<file path="src/pscfg_pkg.sv">
// Package of constants for the strap and sync-clock configuration loader.
package pscfg_pkg;
  // ----------------------------------------------------------------------
  // Register map (word index equals byte address here, plain port).
  // ----------------------------------------------------------------------
  localparam logic [3:0] ADDR_GLOBAL_CFG = 4'h0;
  localparam logic [3:0] ADDR_SYNC_CFG = 4'h1;
  localparam logic [3:0] ADDR_MODE_WORD = 4'h2;
  localparam logic [3:0] ADDR_CH0_CFG = 4'h3;
  localparam logic [3:0] ADDR_CH1_CFG = 4'h4;
  localparam logic [3:0] ADDR_CH0_PHASE = 4'h5;
  localparam logic [3:0] ADDR_CH1_PHASE = 4'h6;
  localparam logic [3:0] ADDR_FREQ = 4'h7;
  localparam logic [3:0] ADDR_STATUS = 4'h8;
  localparam logic [3:0] ADDR_COMP = 4'h9;
  localparam logic [3:0] ADDR_CH1_VOUT = 4'hA;

  // ----------------------------------------------------------------------
  // Field positions.
  // ----------------------------------------------------------------------
  localparam int BIT_PULSE_SKIP = 0;
  localparam int BIT_FOLLOWER = 8;
  localparam int BIT_CLK_OUT = 0;
  localparam int BIT_IGNORE_STRAP = 6;
  localparam int RITH_LSB = 3;
  localparam int CITH_LSB = 6;
  localparam int GM_LSB = 11;

  // ----------------------------------------------------------------------
  // Reset (non-volatile default) values and field codes.
  // ----------------------------------------------------------------------
  localparam logic [15:0] MODE_RESET = 16'h1800;
  localparam logic [15:0] FREQ_RESET = 16'h03E8;
  localparam logic [15:0] PHASE0_RESET = 16'h0000;
  localparam logic [15:0] PHASE1_RESET = 16'h00B4;
  localparam logic [15:0] PHASE_180 = 16'h00B4;
  localparam logic [2:0] GM_MAX = 3'h7;
  localparam logic [2:0] RITH_20K = 3'h1;
  localparam logic [2:0] RITH_40K = 3'h2;
  localparam logic [2:0] CITH_80P = 3'h4;
  localparam logic [2:0] CITH_60P = 3'h3;

  // ----------------------------------------------------------------------
  // Strap codes and clock measurement.
  // ----------------------------------------------------------------------
  localparam logic [3:0] STRAP_ARRAY_SEL = 4'hD;
  localparam logic [3:0] STRAP_NVM = 4'h0;
  localparam logic [3:0] STRAP_GM_LIMIT = 4'h1;
  localparam int CLK_HZ = 250_000_000;
  localparam int WIN_US = 100;
  localparam int WIN_CYC = CLK_HZ / 1_000_000 * WIN_US;
  // Edges counted in the window times this gives kHz.
  localparam int KHZ_PER_EDGE = 1000 / WIN_US;
  localparam logic [15:0] BAND1_KHZ = 16'h0271;
  localparam logic [15:0] BAND2_KHZ = 16'h09C4;
  localparam logic [15:0] ROUND_KHZ = 16'h0064;
  localparam logic [15:0] ROUND_HALF = 16'h0032;
  localparam logic [15:0] MIN_EDGES = 16'h0004;

  // Loader sequence states.
  typedef enum logic [2:0] {
    ST_IDLE = 3'b000,
    ST_MEASURE = 3'b001,
    ST_APPLY = 3'b010,
    ST_RUN = 3'b011
  } pscfg_state_t;
endpackage : pscfg_pkg

</file>
<file path="src/pscfg_clkmeas.sv">
// Sync-clock edge counter over a fixed measurement window.
`timescale 1ns/10ps
`default_nettype none
module pscfg_clkmeas (
  input wire logic core_clk_i, // Core clock.
  input wire logic rstn_i, // Asynchronous reset, active low.
  input wire logic start_i, // Starts one window.
  input wire logic sync_i, // Sync pin level, already synchronous.
  output logic done_o, // Window complete pulse.
  output logic [15:0] edges_o // Rising edges counted.
);
  logic [31:0] win_cnt;
  logic busy;
  logic sync_d;

  // Window timer and rising-edge counter.
  always_ff @(posedge core_clk_i or negedge rstn_i)
  begin
    if (!rstn_i)
    begin
      win_cnt <= 32'h0000_0000;
      busy <= 1'b0;
      sync_d <= 1'b0;
      edges_o <= 16'h0000;
      done_o <= 1'b0;
    end
    else
    begin
      sync_d <= sync_i;
      done_o <= 1'b0;
      if (start_i)
      begin
        busy <= 1'b1;
        win_cnt <= 32'h0000_0000;
        edges_o <= 16'h0000;
      end
      else if (busy)
      begin
        if (sync_i && !sync_d)
          edges_o <= edges_o + 16'h0001;
        win_cnt <= win_cnt + 32'h0000_0001;
        if (win_cnt == 32'(pscfg_pkg::WIN_CYC - 1))
        begin
          busy <= 1'b0;
          done_o <= 1'b1;
        end
      end
    end
  end
endmodule : pscfg_clkmeas
`default_nettype wire

</file>
<file path="src/pscfg_phase.sv">
// Phase generator: delays a switch pulse from each reference rising edge.
`timescale 1ns/10ps
`default_nettype none
module pscfg_phase (
  input wire logic core_clk_i, // Core clock.
  input wire logic rstn_i, // Asynchronous reset, active low.
  input wire logic ref_i, // Reference clock level.
  input wire logic [15:0] period_i, // Reference period in cycles.
  input wire logic [15:0] phase_i, // Phase in degrees.
  output logic sw_o // Switch-node start pulse.
);
  logic ref_d;
  logic [15:0] delay;
  logic [15:0] cnt;
  logic armed;
  logic [31:0] prod;

  // Widen both factors so the product keeps all 32 bits.
  assign prod = 32'(period_i) * 32'(phase_i);

  // Count delay after each rising edge, then pulse.
  always_ff @(posedge core_clk_i or negedge rstn_i)
  begin
    if (!rstn_i)
    begin
      ref_d <= 1'b0;
      delay <= 16'h0000;
      cnt <= 16'h0000;
      armed <= 1'b0;
      sw_o <= 1'b0;
    end
    else
    begin
      ref_d <= ref_i;
      sw_o <= 1'b0;
      if (ref_i && !ref_d)
      begin
        delay <= 16'(prod / 32'h0000_0168); // Degrees in one period.
        cnt <= 16'h0000;
        armed <= 1'b1;
      end
      else if (armed)
      begin
        cnt <= cnt + 16'h0001;
        if (cnt >= delay)
        begin
          armed <= 1'b0;
          sw_o <= 1'b1;
        end
      end
    end
  end
endmodule : pscfg_phase
`default_nettype wire

</file>
<file path="src/pscfg_top.sv">
// Start-up strap decode, sync clock measure and configuration registers.
`timescale 1ns/10ps
`default_nettype none
module pscfg_top (
  input wire logic core_clk_i, // Core clock, 250 MHz.
  input wire logic rstn_i, // Asynchronous reset, active low.
  input wire logic [3:0] sync_strap_i, // Decoded sync pin strap code.
  input wire logic [3:0] ch1_voltage_or_array_strap_i, // Ch1 strap code.
  input wire logic [3:0] ch0_voltage_strap_i, // Ch0 strap code.
  input wire logic error_amp_output_pin_i, // High when tied to supply.
  input wire logic sync_pin_i, // Sync pin input level.
  output logic sync_pin_o, // Sync pin output level.
  output logic sync_pin_oe_o, // Sync pin output enable.
  output logic sw0_o, // Channel 0 switch start pulse.
  output logic sw1_o, // Channel 1 switch start pulse.
  output logic forced_continuous_o, // Light-load mode is continuous.
  output logic [2:0] comp_cap_o, // Compensation capacitor code.
  output logic [2:0] comp_res_o, // Compensation resistor code.
  output logic [2:0] comp_gm_o, // Transconductance code.
  output logic init_done_o, // Configuration loaded.
  input wire logic [3:0] addr_i, // Register address.
  input wire logic [15:0] wdata_i, // Write data.
  input wire logic wr_i, // Write strobe.
  input wire logic rd_i, // Read strobe.
  output logic [15:0] rdata_o // Read data, one cycle later.
);
  // ----------------------------------------------------------------------
  // State and registers.
  // ----------------------------------------------------------------------
  pscfg_pkg::pscfg_state_t state;
  logic [15:0] global_config_word;
  logic [15:0] sync_config_word;
  logic [15:0] switching_mode_word;
  logic [15:0] channel_config_word0;
  logic [15:0] channel_config_word1;
  logic [15:0] channel_phase_word0;
  logic [15:0] channel_phase_word1;
  logic [15:0] freq_word;
  logic [15:0] strap_fault_status;
  logic [15:0] ch1_vout_src;
  logic [2:0] meas_cap;
  logic [2:0] meas_res;
  logic meas_comp;
  logic clk_seen;
  logic meas_start;
  logic meas_done;
  logic [15:0] edges;
  logic [15:0] khz;
  logic [15:0] rounded;
  logic [15:0] period;
  logic [15:0] div_cnt;
  logic clk_gen;
  logic ref_clk;
  logic sw0;
  logic sw1;
  logic ignore_strap;
  logic array_mode;

  // Strap decode helper used by the transconductance limit decision.
  function automatic logic strap_low_r(input logic [3:0] code);
    strap_low_r = (code != pscfg_pkg::STRAP_NVM) &&
                  (code <= pscfg_pkg::STRAP_GM_LIMIT);
  endfunction : strap_low_r

  assign ignore_strap = global_config_word[pscfg_pkg::BIT_IGNORE_STRAP];
  assign array_mode = !ignore_strap &&
                      (sync_strap_i == pscfg_pkg::STRAP_ARRAY_SEL);

  assign khz = 16'(edges * 16'(pscfg_pkg::KHZ_PER_EDGE));
  assign rounded = 16'(((khz + pscfg_pkg::ROUND_HALF) /
                  pscfg_pkg::ROUND_KHZ) * pscfg_pkg::ROUND_KHZ);
  // Period in core cycles of the running switching clock.
  assign period = (freq_word == 16'h0000) ? 16'hFFFF :
                  16'(32'(pscfg_pkg::CLK_HZ / 1000) / 32'(freq_word));

  // ----------------------------------------------------------------------
  // Clock measurement.
  // ----------------------------------------------------------------------
  pscfg_clkmeas u_meas (
    .core_clk_i(core_clk_i),
    .rstn_i(rstn_i),
    .start_i(meas_start),
    .sync_i(sync_pin_i),
    .done_o(meas_done),
    .edges_o(edges)
  );

  // Loader sequence: measure once, apply once, then run until reset.
  // sample once
  always_ff @(posedge core_clk_i or negedge rstn_i)
  begin
    if (!rstn_i)
    begin
      state <= pscfg_pkg::ST_IDLE;
      meas_start <= 1'b0;
      init_done_o <= 1'b0;
    end
    else
    begin
      meas_start <= 1'b0;
      case (state)
        pscfg_pkg::ST_IDLE:
        begin
          meas_start <= 1'b1;
          state <= pscfg_pkg::ST_MEASURE;
        end
        pscfg_pkg::ST_MEASURE:
          if (meas_done)
            state <= pscfg_pkg::ST_APPLY;
        pscfg_pkg::ST_APPLY:
        begin
          init_done_o <= 1'b1;
          state <= pscfg_pkg::ST_RUN;
        end
        pscfg_pkg::ST_RUN:
          state <= pscfg_pkg::ST_RUN;
        default:
          state <= pscfg_pkg::ST_IDLE;
      endcase
    end
  end

  // Clock-presence flag, taken once at the end of the window.
  always_ff @(posedge core_clk_i or negedge rstn_i)
  begin
    if (!rstn_i)
      clk_seen <= 1'b0;
    else if (state == pscfg_pkg::ST_MEASURE && meas_done)
      clk_seen <= (edges >= pscfg_pkg::MIN_EDGES);
  end

  // Configuration words: mode, channel, phase, frequency and ch1_vout_src loaded at apply; all but ch1_vout_src writable after.
  always_ff @(posedge core_clk_i or negedge rstn_i)
  begin
    if (!rstn_i)
    begin
      global_config_word <= 16'h0000;
      sync_config_word <= 16'h0000;
      switching_mode_word <= pscfg_pkg::MODE_RESET;
      channel_config_word0 <= 16'h0000;
      channel_config_word1 <= 16'h0000;
      channel_phase_word0 <= pscfg_pkg::PHASE0_RESET;
      channel_phase_word1 <= pscfg_pkg::PHASE1_RESET;
      freq_word <= pscfg_pkg::FREQ_RESET;
      ch1_vout_src <= 16'h0000;
      meas_cap <= pscfg_pkg::CITH_80P;
      meas_res <= pscfg_pkg::RITH_40K;
      meas_comp <= 1'b0;
    end
    else if (state == pscfg_pkg::ST_APPLY)
    begin
      ch1_vout_src <= array_mode ? {12'h000, ch0_voltage_strap_i} :
                      {12'h000, ch1_voltage_or_array_strap_i};
      if (array_mode)
      begin
        channel_config_word1[pscfg_pkg::BIT_FOLLOWER] <= 1'b1;
        channel_config_word0[pscfg_pkg::BIT_FOLLOWER] <=
          ch1_voltage_or_array_strap_i[3];
      end
      if (!ignore_strap && clk_seen)
      begin
        freq_word <= rounded;
        channel_phase_word0 <= 16'h0000;
        channel_phase_word1 <= pscfg_pkg::PHASE_180;
        switching_mode_word[pscfg_pkg::BIT_PULSE_SKIP] <= 1'b0;
        meas_comp <= 1'b1;
        meas_res <= (khz < pscfg_pkg::BAND1_KHZ) ? pscfg_pkg::RITH_20K :
                    pscfg_pkg::RITH_40K;
        meas_cap <= (khz > pscfg_pkg::BAND2_KHZ) ? pscfg_pkg::CITH_60P :
                    pscfg_pkg::CITH_80P;
      end
    end
    else if (wr_i && state == pscfg_pkg::ST_RUN)
    begin
      case (addr_i)
        pscfg_pkg::ADDR_GLOBAL_CFG: global_config_word <= wdata_i;
        pscfg_pkg::ADDR_SYNC_CFG: sync_config_word <= wdata_i;
        pscfg_pkg::ADDR_MODE_WORD: switching_mode_word <= wdata_i;
        pscfg_pkg::ADDR_CH0_CFG: channel_config_word0 <= wdata_i;
        pscfg_pkg::ADDR_CH1_CFG: channel_config_word1 <= wdata_i;
        pscfg_pkg::ADDR_CH0_PHASE: channel_phase_word0 <= wdata_i;
        pscfg_pkg::ADDR_CH1_PHASE: channel_phase_word1 <= wdata_i;
        pscfg_pkg::ADDR_FREQ: freq_word <= wdata_i;
        default: ;
      endcase
    end
  end

  // activity change flagged as a strap fault; a write to ADDR_STATUS clears it.
  always_ff @(posedge core_clk_i or negedge rstn_i)
  begin
    if (!rstn_i)
      strap_fault_status <= 16'h0000;
    else if (state == pscfg_pkg::ST_MEASURE && meas_done &&
             edges != 16'h0000 && edges < pscfg_pkg::MIN_EDGES)
      strap_fault_status <= 16'h0001;
    else if (wr_i && addr_i == pscfg_pkg::ADDR_STATUS)
      strap_fault_status <= 16'h0000;
  end

  // Internal switching clock divider; half period per toggle.
  always_ff @(posedge core_clk_i or negedge rstn_i)
  begin
    if (!rstn_i)
    begin
      div_cnt <= 16'h0000;
      clk_gen <= 1'b0;
    end
    else if (div_cnt >= {1'b0, period[15:1]})
    begin
      div_cnt <= 16'h0000;
      clk_gen <= !clk_gen;
    end
    else
      div_cnt <= div_cnt + 16'h0001;
  end

  // sync edge reference when clock is present and clock out is off, else own clock.
  assign ref_clk = (clk_seen && !sync_config_word[pscfg_pkg::BIT_CLK_OUT])
                   ? sync_pin_i : clk_gen;

  pscfg_phase u_ph0 (
    .core_clk_i(core_clk_i),
    .rstn_i(rstn_i),
    .ref_i(ref_clk),
    .period_i(period),
    .phase_i(channel_phase_word0),
    .sw_o(sw0)
  );

  pscfg_phase u_ph1 (
    .core_clk_i(core_clk_i),
    .rstn_i(rstn_i),
    .ref_i(ref_clk),
    .period_i(period),
    .phase_i(channel_phase_word1),
    .sw_o(sw1)
  );

  // Registered outputs: pin drive, mode and compensation.
  always_ff @(posedge core_clk_i or negedge rstn_i)
  begin
    if (!rstn_i)
    begin
      sync_pin_o <= 1'b0;
      sync_pin_oe_o <= 1'b0;
      sw0_o <= 1'b0;
      sw1_o <= 1'b0;
      forced_continuous_o <= 1'b1;
      comp_cap_o <= 3'h0;
      comp_res_o <= 3'h0;
      comp_gm_o <= 3'h0;
    end
    else
    begin
      sync_pin_oe_o <= sync_config_word[pscfg_pkg::BIT_CLK_OUT];
      sync_pin_o <= clk_gen;
      sw0_o <= sw0;
      sw1_o <= sw1;
      forced_continuous_o <= !switching_mode_word[pscfg_pkg::BIT_PULSE_SKIP];
      if (meas_comp)
      begin
        comp_cap_o <= meas_cap;
        comp_res_o <= meas_res;
      end
      else
      begin
        comp_cap_o <= switching_mode_word[pscfg_pkg::CITH_LSB +: 3];
        comp_res_o <= switching_mode_word[pscfg_pkg::RITH_LSB +: 3];
      end
      if (!error_amp_output_pin_i && !ignore_strap &&
          strap_low_r(sync_strap_i))
        comp_gm_o <= pscfg_pkg::GM_MAX;
      else
        comp_gm_o <= switching_mode_word[pscfg_pkg::GM_LSB +: 3];
    end
  end

  // Register read port with one cycle latency.
  always_ff @(posedge core_clk_i or negedge rstn_i)
  begin
    if (!rstn_i)
      rdata_o <= 16'h0000;
    else if (rd_i)
    begin
      case (addr_i)
        pscfg_pkg::ADDR_GLOBAL_CFG: rdata_o <= global_config_word;
        pscfg_pkg::ADDR_SYNC_CFG: rdata_o <= sync_config_word;
        pscfg_pkg::ADDR_MODE_WORD: rdata_o <= switching_mode_word;
        pscfg_pkg::ADDR_CH0_CFG: rdata_o <= channel_config_word0;
        pscfg_pkg::ADDR_CH1_CFG: rdata_o <= channel_config_word1;
        pscfg_pkg::ADDR_CH0_PHASE: rdata_o <= channel_phase_word0;
        pscfg_pkg::ADDR_CH1_PHASE: rdata_o <= channel_phase_word1;
        pscfg_pkg::ADDR_FREQ: rdata_o <= freq_word;
        pscfg_pkg::ADDR_STATUS: rdata_o <= strap_fault_status;
        pscfg_pkg::ADDR_COMP:
          rdata_o <= {7'h00, comp_gm_o, comp_cap_o, comp_res_o};
        pscfg_pkg::ADDR_CH1_VOUT: rdata_o <= ch1_vout_src;
        default: rdata_o <= 16'h0000;
      endcase
    end
    else
      rdata_o <= 16'h0000;
  end
endmodule : pscfg_top
`default_nettype wire

</file>
<file path="config.mk">
export PLATFORM = sky130hd
export DESIGN_NAME = pscfg_top
export DESIGN_NICKNAME = d
export VERILOG_FILES = /design/src/pscfg_pkg.sv /design/src/pscfg_clkmeas.sv /design/src/pscfg_phase.sv /design/src/pscfg_top.sv
export SDC_FILE = /design/constraint.sdc
export NUM_CORES = 2
export LEC_CHECK = 0
export ABC_CLOCK_PERIOD_IN_PS = 173400
export BUFFER_PORTS_ARGS = -buffer_cell sky130_fd_sc_hd__buf_4
export CORE_MARGIN = 1.5
export CORE_UTILIZATION = 55
export CTS_CLUSTER_DIAMETER = 30
export DETAILED_ROUTE_END_ITERATION = 10
export GPL_TIMING_DRIVEN = 0
export PLACE_DENSITY = 0.71
export SYNTH_ARGS = -nofsm -noshare
export SYNTH_HDL_FRONTEND = slang
export SYNTH_SLANG_ARGS = --single-unit
</file>
<file path="constraint.sdc">
create_clock -name core_clk_i -period 173.4 [get_ports core_clk_i]
set_input_delay 34.68 -clock core_clk_i [delete_from_list [all_inputs] [get_ports core_clk_i]]
set_output_delay 34.68 -clock core_clk_i [all_outputs]
set_load 0.02 [all_outputs]
</file>
==> run summary <==
Die Span X: 365 um
LEAKAGE: 35.7 nW
Crit path arrival time: 141.83 ns
CP max-delay cell: nor2_1
TritonCTS clock tree: built
Status: finished, final reports clean
Critical path's top delay family: compound AO/OA/AOI/OAI gates
Final Total Pwr: 0.000331 W
Sw frac: 0.394
Layout cell share with drive strength beyond 1: 0.0754
First-pass GRT wire length: 358000 um
# DRC: 0
Starting Density: 0.556
Synth area leaders: ha_1 12%, fa_1 11%, dfrtp_1 10%, nand2_1 5.7%, xnor2_1 4.7%
Yosys reg bits: 310
Antenna violations before repair: 4
GPL Wtd Cong: 0.957
Commonest non-fill, non-tap cell in the layout: nand2_1
Clk pwr share: 0.343
Skew final: 0.0488 ns
Grt ovf: 0
Pwr dens: 4.29 nW/um2
Worst slew margin relative to its limit: 0.0666
CTS resizes: 0
XOR/XNOR Fraction of Synth Area: 0.0711
First drt pass iteration count: 8
Simple-gate share of the synthesized area: 0.234
Leading area contributor after synthesis: ha_1
Synth top area share: 0.118
CP Buf/Inv Count: 67
Yosys warning count: 0
Setup repair bufs after CTS: 0
Worst min path class: reg2reg
CTS Buf Count: 54
Vias per Instance: 6.24
Synth Area in Compound Gates: 0.247
All-layer global routing usage: 0.326
Final Hold Fails: 0
Filler cell count: 12100
Pins Over Slew Limit: 0
Critical path's most frequent cell: o21ai_0
Clock-pin slew of the registers on the worst-case setup and hold paths: 0.05 ns
WS Path Type: reg2reg
WL final: 221000 um
ANT nets after route: 0
Setup_tns: 0 ns
Worst setup EP type: flip-flop
Mean Syn Cell Area: 7.56 um2
Top_reg_cell synth: dfrtp_1
Syn_nets: 10700
Hold-fix buffers, CTS: 0
Period Utilization, post-route: 0.815
Register area share after synthesis: 0.108
Worst-Margin Slew: 1.40 ns
Core area: 130000 um2
Async SR Flop Fraction: 1.00
Post-synthesis mux area share: 0.0449
Dpl hpwl: 177000 um
Post-Syn Area: 72200 um2
Htree depth: 2
Total I/O pin count: 69
Worst Path Max Fanout: 13
Clk_lat worst skew: 0.64 ns
Root Buffer: clkbuf_16
Die area: 133000 um2
Vias in the first global route: 69000
Adder-cell share of the synthesized area: 0.229
CP startpoint kind: flip-flop
Max frequency: 7.08 MHz
Peak supply drop: 0.0161 mV
Initial DRC Count: 5877
CTS max path bufs: 3
Psw: 0.000130 W
Via count: 71600
Setup violators final: 0
Max-cap violations: 0
Gate power share: 0.430
Main combinational cell family by area after synthesis: compound AO/OA/AOI/OAI gates
Sink Count: 310
Post-synth EDFFs: 0
Largest net degree at the start of global routing: 108
Final net count: 10800
Most frequent cells in the layout: 1091 x nand2_1, 905 x nor2_1, 774 x inv_1
Worst path max stage delay: 0.93 ns
Internal: 0.000200 W
Die Y: 365 um
Synth cell types: 171
Layout overhead on the synthesized area: 6.69%
Row count: 132
Routed length per instance: 19.3 um
Mapped Cells: 9551
Flop pwr share: 0.226
RSZ-0062 raised after global routing: false
Final hold slack: 0.349 ns
Port buffer count: 67
WP data required: 173.91 ns
Final min period: 141.32 ns
metrics by stage:
stage | setup slack, ns | utilization | instance area, um2 | cells
after detailed placement | 35.26 | 0.577 | 75000 | 11400
after CTS | 34.66 | 0.592 | 77000 | 11500
after global routing | 21.67 | 0.593 | 77100 | 11500
after floorplan | 62.76 | - | 72200 | 9551
after global placement | 38.08 | 0.576 | 74900 | 11400
final | 32.08 | 0.593 | 77100 | 11500
layout make-up:
cell class / instances / area (um2) / share of cell area
inverter: 788 / 2960 / 0.0384
buffer: 386 / 1790 / 0.0233
timing repair buffer: 75 / 671 / 0.00870
clock buffer: 75 / 1590 / 0.0206
antenna: 1 / 2.50 / 0.0000325
sequential: 310 / 7780 / 0.101
clock inverter: 24 / 358 / 0.00464
multi-input combinational: 8067 / 59700 / 0.775
tap: 1742 / 2180 / 0.0283
cells by family (layout without fill, tap and decap cells):
logic type      after synthesis  count (layout)
buf+inv                    1174            1348
mux                         294             294
compound gates             2597            2597
flops                       310             310
simple gates               3504            3504
fa+ha+maj                  1089            1089
xor+xnor                    583             583
other cells                   0               1
cells in the mapped netlist (76+ instances only):
library cell	n
mux2_2	171
a211oi_1	76
o21a_1	133
a21o_1	201
xnor2_1	390
o31ai_1	102
xor2_1	190
nand2_1	1091
ha_1	679
mux2i_1	105
clkbuf_1	258
nor2b_1	85
nand3_1	239
a21oi_1	586
inv_1	781
nand2b_1	136
fa_1	394
o21ai_0	499
nand4_1	89
nor4_1	77
nor2_1	905
and3_1	86
a31oi_1	85
and2_1	244
dfrtp_1	295
nor3_1	214
flip-flops by register name, summed over array words and instances (netlist names), 3 cells and up:
signal	count
ch1_vout_src	4
channel_config_word0	16
u_ph1.delay	16
global_config_word	16
u_meas.win_cnt	32
comp_gm_o	3
channel_config_word1	16
u_ph1.cnt	16
u_ph0.delay	16
sync_config_word	16
rdata_o	16
comp_cap_o	3
channel_phase_word1	16
switching_mode_word	16
freq_word	16
channel_phase_word0	16
u_meas.edges_o	16
u_ph0.cnt	16
comp_res_o	3
div_cnt	16
path summary, 6_finish.rpt:
kind | startpoint | to | depth (start not counted) | slack, ns
max in group asynchronous | rstn_i | channel_phase_word1[5] | 3 | 137.69
worst max register to register | freq_word[0] | u_ph1.delay[0] | 555 | 32.08
worst min-delay path | u_ph0.sw_o | sw0_o | 0 | 0.35
min in group asynchronous | rstn_i | sw0_o | 1 | 34.08
worst max-delay path | freq_word[0] | u_ph1.delay[0] | 555 | 32.08
worst min register to register | u_ph0.sw_o | sw0_o | 0 | 0.35
per-layer routing:
layer | part of all wire | wire length, um | track usage | vias to the layer above
li1 | - | - | - | 34300
met1 | 0.43 | 95300 | 0.429 | 34200
met2 | 0.46 | 102000 | 0.544 | 2559
met3 | 0.066 | 14700 | 0.0331 | 507
met4 | 0.042 | 9350 | 0.134 | 0
met5 | 0 | 0 | 0 | -
power groups by stage:
| stage | clock (W) | combinational (W) | sequential [W] |
|---|---|---|---|
| after floorplan | 0 | 0.000103 | 0.0000756 |
| after global placement | 0 | 0.000136 | 0.0000759 |
| after detailed placement | 0 | 0.000138 | 0.0000760 |
| after CTS | 0.000115 | 0.000141 | 0.0000748 |
| after global routing | 0.000118 | 0.000159 | 0.0000750 |
| final | 0.000114 | 0.000142 | 0.0000748 |
Power figures use the tool's default switching activity.
